## config.mk

```make
export PLATFORM = sky130hd
export DESIGN_NAME = tbw_sequencer
export DESIGN_NICKNAME = d
export VERILOG_FILES = /design/src/verilog/tbw_pkg.sv /design/src/verilog/tbw_sequencer.sv
export VERILOG_INCLUDE_DIRS = /design/src /design/src/verilog
export SDC_FILE = /design/constraint.sdc
export NUM_CORES = 2
export LEC_CHECK = 0
export BUFFER_PORTS_ARGS = -buffer_cell sky130_fd_sc_hd__buf_2
export CORE_ASPECT_RATIO = 0.5
export CORE_UTILIZATION = 55
export CTS_BUF_LIST = sky130_fd_sc_hd__clkbuf_8
export CTS_CLUSTER_DIAMETER = 150
export CTS_CLUSTER_SIZE = 16
export DETAILED_ROUTE_END_ITERATION = 7
export HOLD_SLACK_MARGIN = 0.05
export PLACE_DENSITY = 0.74
export SLEW_MARGIN = 25
export SYNTH_ARGS = -nofsm -noshare
export SYNTH_HDL_FRONTEND = slang
export SYNTH_SLANG_ARGS = --single-unit
```

## constraint.sdc

```tcl
create_clock -name clk_in -period 14.5 [get_ports clk_in]
set_clock_uncertainty 0.2 [all_clocks]
set_input_delay 2.9 -clock clk_in [delete_from_list [all_inputs] [get_ports clk_in]]
set_output_delay 2.9 -clock clk_in [all_outputs]
set_load 0.01 [all_outputs]
```

## src/verilog/tbw_cfg.svh

```systemverilog
// constants of the tag block write sequencer
`ifndef TBW_CFG_SVH
`define TBW_CFG_SVH

// command code and argument record layout
`define TBW_CMD_WRITE        8'h03
`define TBW_ARG_BLOCK        4'h0
`define TBW_ARG_COUNT        4'h1
`define TBW_ARG_OFFSET       4'h2
`define TBW_ARG_KEYSEL       4'h3
`define TBW_ARG_KEY          4'h4
`define TBW_ARG_BYTES        11
`define TBW_KEY_USE_BIT      6
`define TBW_KEY_B_BIT        7

// register map, byte wide registers
`define TBW_REG_CMD          9'h000
`define TBW_REG_OUTCOME      9'h001
`define TBW_REG_STATUS       9'h002
`define TBW_REG_IRQ_STAT     9'h003
`define TBW_REG_IRQ_CLR      9'h004
`define TBW_REG_IRQ_EN       9'h005
`define TBW_REG_ARG_BASE     9'h010
`define TBW_REG_ARG_LAST     9'h01a

// outcome codes
`define TBW_OUT_OK           8'h00
`define TBW_OUT_ERR_AUTH     8'h01
`define TBW_OUT_ERR_WRITE    8'h02
`define TBW_OUT_ERR_PARAM    8'h03
`define TBW_OUT_ERR_CMD      8'h04
`define TBW_OUT_BUSY         8'hff

// tag memory geometry
`define TBW_BLOCK_BYTES      16
`define TBW_BUF_BYTES        256
`define TBW_LARGE_SECT_BASE  8'h20

// interrupt bits
`define TBW_IRQ_DONE         0
`define TBW_IRQ_ERR          1

`endif

```

## src/verilog/tbw_pkg.sv

```systemverilog
// types of the tag block write sequencer
package tbw_pkg;

    typedef enum logic [7:0] {
        TBW_IDLE      = 8'h01,
        TBW_AUTH_REQ  = 8'h02,
        TBW_AUTH_WAIT = 8'h04,
        TBW_GATHER    = 8'h08,
        TBW_WR_REQ    = 8'h10,
        TBW_WR_WAIT   = 8'h20,
        TBW_FINISH    = 8'h40,
        TBW_SPARE     = 8'h80
    } tbw_state_e;

    typedef enum logic [1:0] {
        TBW_OP_NONE  = 2'h0,
        TBW_OP_AUTH  = 2'h1,
        TBW_OP_WRITE = 2'h2
    } tbw_op_e;

    typedef struct packed {
        tbw_state_e          state;
        logic [10:0][7:0]    args;
        logic [7:0]          outcome;
        logic [7:0]          blk;
        logic [7:0]          left;
        logic [7:0]          ptr;
        logic                use_key;
        logic [3:0]          gcnt;
        logic [15:0][7:0]    data;
        tbw_op_e             op;
        logic [7:0]          tag_blk;
        logic [47:0]         tag_key;
        logic                tag_key_b;
        logic [1:0]          irq_stat;
        logic [1:0]          irq_en;
        logic [7:0]          rd_data;
    } tbw_regs_s;

endpackage

```

## src/verilog/tbw_sequencer.sv

```systemverilog
// multi-block tag write command sequencer with register port and staging buffer
`include "tbw_cfg.svh"
`timescale 1ns/1ps
`default_nettype none

module tbw_sequencer
    import tbw_pkg::*;
(
    // clock and reset
    input  wire logic          clk_in,
    input  wire logic          reset_in,
    // register port
    input  wire logic [8:0]    reg_addr_in,
    input  wire logic [7:0]    reg_wdata_in,
    input  wire logic          reg_wr_in,
    input  wire logic          reg_rd_in,
    output logic      [7:0]    reg_rdata_out,
    // tag engine request
    output logic               tag_req_valid_out,
    input  wire logic          tag_req_ready_in,
    output logic      [1:0]    tag_op_out,
    output logic      [7:0]    tag_block_out,
    output logic      [47:0]   tag_key_out,
    output logic               tag_key_b_out,
    output logic      [127:0]  tag_data_out,
    // tag engine response
    input  wire logic          tag_resp_valid_in,
    input  wire logic          tag_resp_ok_in,
    // status
    output logic               busy_out,
    output logic               irq_out
);

    tbw_regs_s  st_r;
    tbw_regs_s  st_nxt;
    logic [7:0] buf_mem [0:`TBW_BUF_BYTES-1];

    logic       buf_wr;
    logic       cmd_wr;
    logic [7:0] next_blk;
    logic [1:0] irq_set;
    logic [1:0] irq_clr;

    // sector holding a block: 4-block sectors below 128, 16-block above
    function automatic logic [7:0] sector_of(input logic [7:0] b);
        logic [7:0] s;
        s = b[7] ? (`TBW_LARGE_SECT_BASE | {5'h00, b[6:4]}) : {3'h0, b[6:2]};
        return s;
    endfunction

    assign buf_wr   = reg_wr_in && reg_addr_in[8] && (st_r.state == TBW_IDLE);
    assign cmd_wr   = reg_wr_in && (reg_addr_in == `TBW_REG_CMD);
    assign next_blk = 8'(st_r.blk + 8'h01);

    // staging buffer, written by software only while idle
    always_ff @(posedge clk_in) begin
        if (buf_wr) begin
            buf_mem[reg_addr_in[7:0]] <= reg_wdata_in;
        end
    end

    always_comb begin
        st_nxt  = st_r;
        irq_set = 2'h0;
        irq_clr = 2'h0;

        // register reads answer one cycle later
        st_nxt.rd_data = 8'h00;
        if (reg_rd_in) begin
            if (reg_addr_in[8]) begin
                st_nxt.rd_data = buf_mem[reg_addr_in[7:0]];
            end else if (reg_addr_in >= `TBW_REG_ARG_BASE && reg_addr_in <= `TBW_REG_ARG_LAST) begin
                st_nxt.rd_data = st_r.args[4'(reg_addr_in - `TBW_REG_ARG_BASE)];
            end else begin
                case (reg_addr_in)
                    `TBW_REG_OUTCOME:  st_nxt.rd_data = st_r.outcome;
                    `TBW_REG_STATUS:   st_nxt.rd_data = {7'h00, st_r.state != TBW_IDLE};
                    `TBW_REG_IRQ_STAT: st_nxt.rd_data = {6'h00, st_r.irq_stat};
                    `TBW_REG_IRQ_EN:   st_nxt.rd_data = {6'h00, st_r.irq_en};
                    default:           st_nxt.rd_data = 8'h00;
                endcase
            end
        end

        // argument and interrupt register writes
        if (reg_wr_in && !reg_addr_in[8]) begin
            if (reg_addr_in >= `TBW_REG_ARG_BASE && reg_addr_in <= `TBW_REG_ARG_LAST
                && st_r.state == TBW_IDLE) begin
                st_nxt.args[4'(reg_addr_in - `TBW_REG_ARG_BASE)] = reg_wdata_in;
            end
            if (reg_addr_in == `TBW_REG_IRQ_EN) begin
                st_nxt.irq_en = reg_wdata_in[1:0];
            end
            if (reg_addr_in == `TBW_REG_IRQ_CLR) begin
                irq_clr = reg_wdata_in[1:0];
            end
        end

        case (st_r.state)
            TBW_IDLE: begin
                st_nxt.op = TBW_OP_NONE;
                if (cmd_wr) begin
                    if (reg_wdata_in == `TBW_CMD_WRITE) begin
                        if (st_r.args[`TBW_ARG_COUNT] == 8'h00) begin
                            st_nxt.outcome = `TBW_OUT_ERR_PARAM;
                            irq_set[`TBW_IRQ_ERR] = 1'b1;
                        end else begin
                            st_nxt.blk       = st_r.args[`TBW_ARG_BLOCK];
                            st_nxt.tag_blk   = st_r.args[`TBW_ARG_BLOCK];
                            st_nxt.left      = st_r.args[`TBW_ARG_COUNT];
                            st_nxt.ptr       = st_r.args[`TBW_ARG_OFFSET];
                            st_nxt.use_key   = st_r.args[`TBW_ARG_KEYSEL][`TBW_KEY_USE_BIT];
                            st_nxt.tag_key_b = st_r.args[`TBW_ARG_KEYSEL][`TBW_KEY_B_BIT];
                            st_nxt.tag_key   = st_r.args[`TBW_ARG_KEY + 4'h5 : `TBW_ARG_KEY];
                            st_nxt.gcnt      = 4'h0;
                            st_nxt.outcome   = `TBW_OUT_BUSY;
                            if (st_r.args[`TBW_ARG_KEYSEL][`TBW_KEY_USE_BIT]) begin
                                st_nxt.state = TBW_AUTH_REQ;
                            end else begin
                                st_nxt.state = TBW_GATHER;
                            end
                        end
                    end else begin
                        st_nxt.outcome = `TBW_OUT_ERR_CMD;
                        irq_set[`TBW_IRQ_ERR] = 1'b1;
                    end
                end
            end
            TBW_AUTH_REQ: begin
                st_nxt.op = TBW_OP_AUTH;
                if (tag_req_ready_in) begin
                    st_nxt.state = TBW_AUTH_WAIT;
                end
            end
            TBW_AUTH_WAIT: begin
                if (tag_resp_valid_in) begin
                    if (tag_resp_ok_in) begin
                        st_nxt.state = TBW_GATHER;
                        st_nxt.gcnt  = 4'h0;
                    end else begin
                        st_nxt.outcome = `TBW_OUT_ERR_AUTH;
                        st_nxt.state   = TBW_FINISH;
                    end
                end
            end
            TBW_GATHER: begin
                st_nxt.data[st_r.gcnt] = buf_mem[st_r.ptr];
                st_nxt.ptr  = 8'(st_r.ptr + 8'h01);
                st_nxt.gcnt = 4'(st_r.gcnt + 4'h1);
                if (st_r.gcnt == 4'(`TBW_BLOCK_BYTES - 1)) begin
                    st_nxt.state = TBW_WR_REQ;
                end
            end
            TBW_WR_REQ: begin
                st_nxt.op = TBW_OP_WRITE;
                if (tag_req_ready_in) begin
                    st_nxt.state = TBW_WR_WAIT;
                end
            end
            TBW_WR_WAIT: begin
                if (tag_resp_valid_in) begin
                    if (!tag_resp_ok_in) begin
                        st_nxt.outcome = `TBW_OUT_ERR_WRITE;
                        st_nxt.state   = TBW_FINISH;
                    end else if (st_r.left == 8'h01) begin
                        st_nxt.outcome = `TBW_OUT_OK;
                        st_nxt.state   = TBW_FINISH;
                    end else begin
                        st_nxt.left    = 8'(st_r.left - 8'h01);
                        st_nxt.blk     = next_blk;
                        st_nxt.tag_blk = next_blk;
                        st_nxt.gcnt    = 4'h0;
                        if (st_r.use_key && sector_of(next_blk) != sector_of(st_r.blk)) begin
                            st_nxt.state = TBW_AUTH_REQ;
                        end else begin
                            st_nxt.state = TBW_GATHER;
                        end
                    end
                end
            end
            TBW_FINISH: begin
                st_nxt.op = TBW_OP_NONE;
                if (st_r.outcome == `TBW_OUT_OK) begin
                    irq_set[`TBW_IRQ_DONE] = 1'b1;
                end else begin
                    irq_set[`TBW_IRQ_ERR] = 1'b1;
                end
                st_nxt.state = TBW_IDLE;
            end
            default: begin
                st_nxt.state = TBW_IDLE;
                st_nxt.op    = TBW_OP_NONE;
            end
        endcase

        // a new event wins over a clear in the same cycle
        st_nxt.irq_stat = (st_r.irq_stat & ~irq_clr) | irq_set;
    end

    always_ff @(posedge clk_in or posedge reset_in) begin
        if (reset_in) begin
            st_r         <= '0;
            st_r.state   <= TBW_IDLE;
            st_r.op      <= TBW_OP_NONE;
            st_r.outcome <= `TBW_OUT_OK;
        end else begin
            st_r <= st_nxt;
        end
    end

    assign reg_rdata_out     = st_r.rd_data;
    assign tag_req_valid_out = (st_r.state == TBW_AUTH_REQ) || (st_r.state == TBW_WR_REQ);
    assign tag_op_out        = st_r.op;
    assign tag_block_out     = st_r.tag_blk;
    assign tag_key_out       = st_r.tag_key;
    assign tag_key_b_out     = st_r.tag_key_b;
    assign tag_data_out      = st_r.data;
    assign busy_out          = (st_r.state != TBW_IDLE);
    assign irq_out           = |(st_r.irq_stat & st_r.irq_en);

    logic start_ok;
    assign start_ok = (st_r.state == TBW_IDLE) && cmd_wr && reg_wdata_in == `TBW_CMD_WRITE
                      && st_r.args[`TBW_ARG_COUNT] != 8'h00;
endmodule

`default_nettype wire

```

==> impl_metrics.toml <==
[layout]
layout.nets = 6126
finish.instance_area_um2 = 117000
flow.area_growth_from_synthesis_pct = 4.92
n_fill_cell = 14600
final_cells = 8913
drive_gt1_share_pct = 32.0
final_core_util_pct = 58.2

[cts]
cts_made_buffers = 173
clock_sink_count = 2367
clock_latency_ps = 1050
ctsRootBufferMaster = "sky130_fd_sc_hd__clkbuf_8"
cts_setup_buffers = 0
post_cts_hold_buffer_count = 0
tritoncts = "yes"
clk_transition_reported_paths_ps = 110
clock_tree.buffer_depth = 4
ctsResizeCount = 0
h_tree_level_count = 4

[drt]
drc = 6
drt_pass1_iterations = 8
drtAntennaViolNets = 0
detailroute.via_count = 68300
average_wire_length_per_cell_after_detail_routing_um = 41.9
detail_route.vias_per_cell = 7.66
drt-total-wl_um = 374000
drt_iter0_drc = 13300

[placed_design]
detailed_place_hpwl_um = 249000
place_inst = 8632
count_of_input_and_output_buffers = 221
dpl_cell_area_um2 = 114000
gp_routability_congestion = 1.07

[sta]
tightest_slew_ps = 1300
final_period_minus_worst_setup_slack_ps = 7400
hold_violations = 0
drv_slew = 0
setup_viol = 0
setup_repair_after_global_routing_missed_its_margin = "false"
finalSetupTns_ps = 0
timing.final.crit_share_pct = 51.0
fmax_mhz = 135
worst_slew_margin_rel_pct = 13.5

[global_route]
largest_net_degree_at_the_start_of_global_routing = 185
grt.overflow.total = 0
grt_first_pass_wirelength_um = 515000
vias_in_the_first_global_route = 65700
antenna_found_initial = 50
grt_util_all_layers_pct = 36.4

[logic_synthesis]
yosysMostFrequentCell = "sky130_fd_sc_hd__edfxtp_1"
synth_top_cells_by_area = "sky130_fd_sc_hd__edfxtp_1, sky130_fd_sc_hd__mux4_2, sky130_fd_sc_hd__dfrtp_1"
synth_sequential_area_ratio_pct = 62.4
synthesis.nets = 6188
number_of_enable_flip_flop_cells_after_synthesis = 2048
synth.largest_area_cell = "sky130_fd_sc_hd__edfxtp_1"
synth_largest_type_area_fraction_pct = 55.2
syn-instance-count = 6156
post_synth_num_cell_types = 93
async_flop_share_pct = 13.5
synth.cell_area_um2 = 111000
yosys_register_bits = 2367
ys.warnings.count = 0
synthTopCellsByCount = "sky130_fd_sc_hd__edfxtp_1, sky130_fd_sc_hd__mux4_2, sky130_fd_sc_hd__nor2_1, sky130_fd_sc_hd__dfrtp_1, sky130_fd_sc_hd__mux2i_1"
synth-main-ff-cell = "sky130_fd_sc_hd__edfxtp_1"
mapped_avg_cell_area_um2 = 18.1

[power_and_ir_drop]
p_leak_nw = 38.4
pwr_density_cell_nw_per_um2 = 123
vdd.ir_drop.worst_mv = 0.0829
post-layout-total-power_mw = 14.4

[outcome]
failed_checks = "DRC"
status = "complete, but fails checks"

[critical_path]
critPathCaptureType = "flip-flop"
critical_path.reg2reg.endpoint = "tag_data_out[101]"
rrSetupSlack_ps = 7600
worst_r2r_startpoint = "st_r[204]"
crit_start = "reg_addr_in[0]"
r2r_cells = 9
critical_path_arrival_ps = 8110
timing.critical_path.to = "reg_rdata_out[0]"
critical_path_required_ps = 15210
critical_path_class = "in -> reg"
worst_setup_path_start_kind = "primary input"
worstPathMaxFanout = 63

[worst_hold_path]
timing.hold.worst.class = "reg -> reg"

[die]
floorplan.core_area_um2 = 201000
die_area_um2 = 204000
chip_width_um = 638
floorplan.die.height_um = 320
design.portCount = 222
floorplan.rows = 116
floorplan.initialDensity_pct = 55.5

[run]
maxCapViolCount = 0
-- cell type report --
cell class,instances,area (um2),share of cell area [%]
flip-flops and latches,2367,69500,59.5
repair buffers,417,2870,2.46
clock buffers,175,2410,2.06
clock inverters,64,258,0.221
well taps,2714,3400,2.91
inverters,24,113,0.0964
diodes,41,103,0.0878
multi-input cells,3111,38100,32.7
-- routing by layer --
metal  GRT usage (%)  share of wire [%]  up-vias
met1            47.7                 34    35400
met5               0               0.17        -
met4            17.1                5.9       48
met3            18.0                 18     1276
li1                -                  -    25100
met2            51.0                 42     6428
-- state kept, by name (all words and copies together), names as in the netlist --
name	count
buf_mem	2048
st_r	132
tag_data_out	128
tag_key_out	48
reg_rdata_out	8
tag_op_out	2
tag_key_b_out	1
-- cell usage in the layout (no fill, tap or decap), drive strengths merged, types with 21 or more instances in the layout --
| master | n |
|---|---|
| o22ai | 38 |
| nand3 | 54 |
| nor3 | 41 |
| inv | 83 |
| a211oi | 30 |
| edfxtp | 2048 |
| a22o | 31 |
| mux4 | 1045 |
| a21oi | 112 |
| a221oi | 44 |
| nand2 | 229 |
| nor2 | 387 |
| dfrtp | 318 |
| mux2 | 243 |
| mux2i | 271 |
| a22oi | 134 |
| o211ai | 21 |
| diode | 41 |
| o21ai | 141 |
| buf | 409 |
| clkbuf | 183 |
| nand4 | 23 |
-- per-stage QoR --
stage / hold WS (ps) / setup WS, ps
4_1_cts: 291 / 7460
3_3_place_gp: 256 / 6240
6_report: 282 / 7100
2_1_floorplan: 247 / 2570
3_5_place_dp: 267 / 6430
5_1_grt: 315 / 7190
-- kinds of logic after synthesis --
kind of cell	share of synthesized area, %
flip-flops	62.4
multiplexers	26.1
AND/OR/NAND/NOR	3.54
buffers and inverters	3.62
AO/OA/AOI/OAI	4.17
adder cells (fa/ha/maj)	0.0899
XOR/XNOR	0.0157
-- critical path: stages --
cell and delay [ps]:
sky130_fd_sc_hd__buf_8 490, sky130_fd_sc_hd__buf_4 710, sky130_fd_sc_hd__buf_4 890, sky130_fd_sc_hd__mux4_2 620, sky130_fd_sc_hd__mux2i_1 640, sky130_fd_sc_hd__a22oi_1 220, sky130_fd_sc_hd__o22ai_1 890, sky130_fd_sc_hd__nor4_1 210
sky130_fd_sc_hd__a31o_2 290
-- report_power, final --
| group | switching, mW | internal [mW] | total [mW] |
|---|---|---|---|
| registers | 0.0745 | 7.46 | 7.54 |
| clock network | 2.19 | 1.11 | 3.31 |
| logic | 2.40 | 1.17 | 3.57 |
-- how the worst min path moves through the flow --
| stage | start | depth (start not counted) | endpoint | slack, ps |
|---|---|---|---|---|
| after floorplan | tag_op_out[0] | 2 | tag_op_out[0] | 250 |
| after global placement | tag_data_out[74] | 2 | tag_data_out[74] | 260 |
| after detailed placement | tag_data_out[15] | 2 | tag_data_out[15] | 270 |
| after CTS | tag_data_out[87] | 2 | tag_data_out[87] | 290 |
| after global routing | tag_op_out[1] | 1 | tag_op_out[1] | 320 |
| final | tag_data_out[87] | 2 | tag_data_out[87] | 280 |
(Power assumes the default switching activity.)
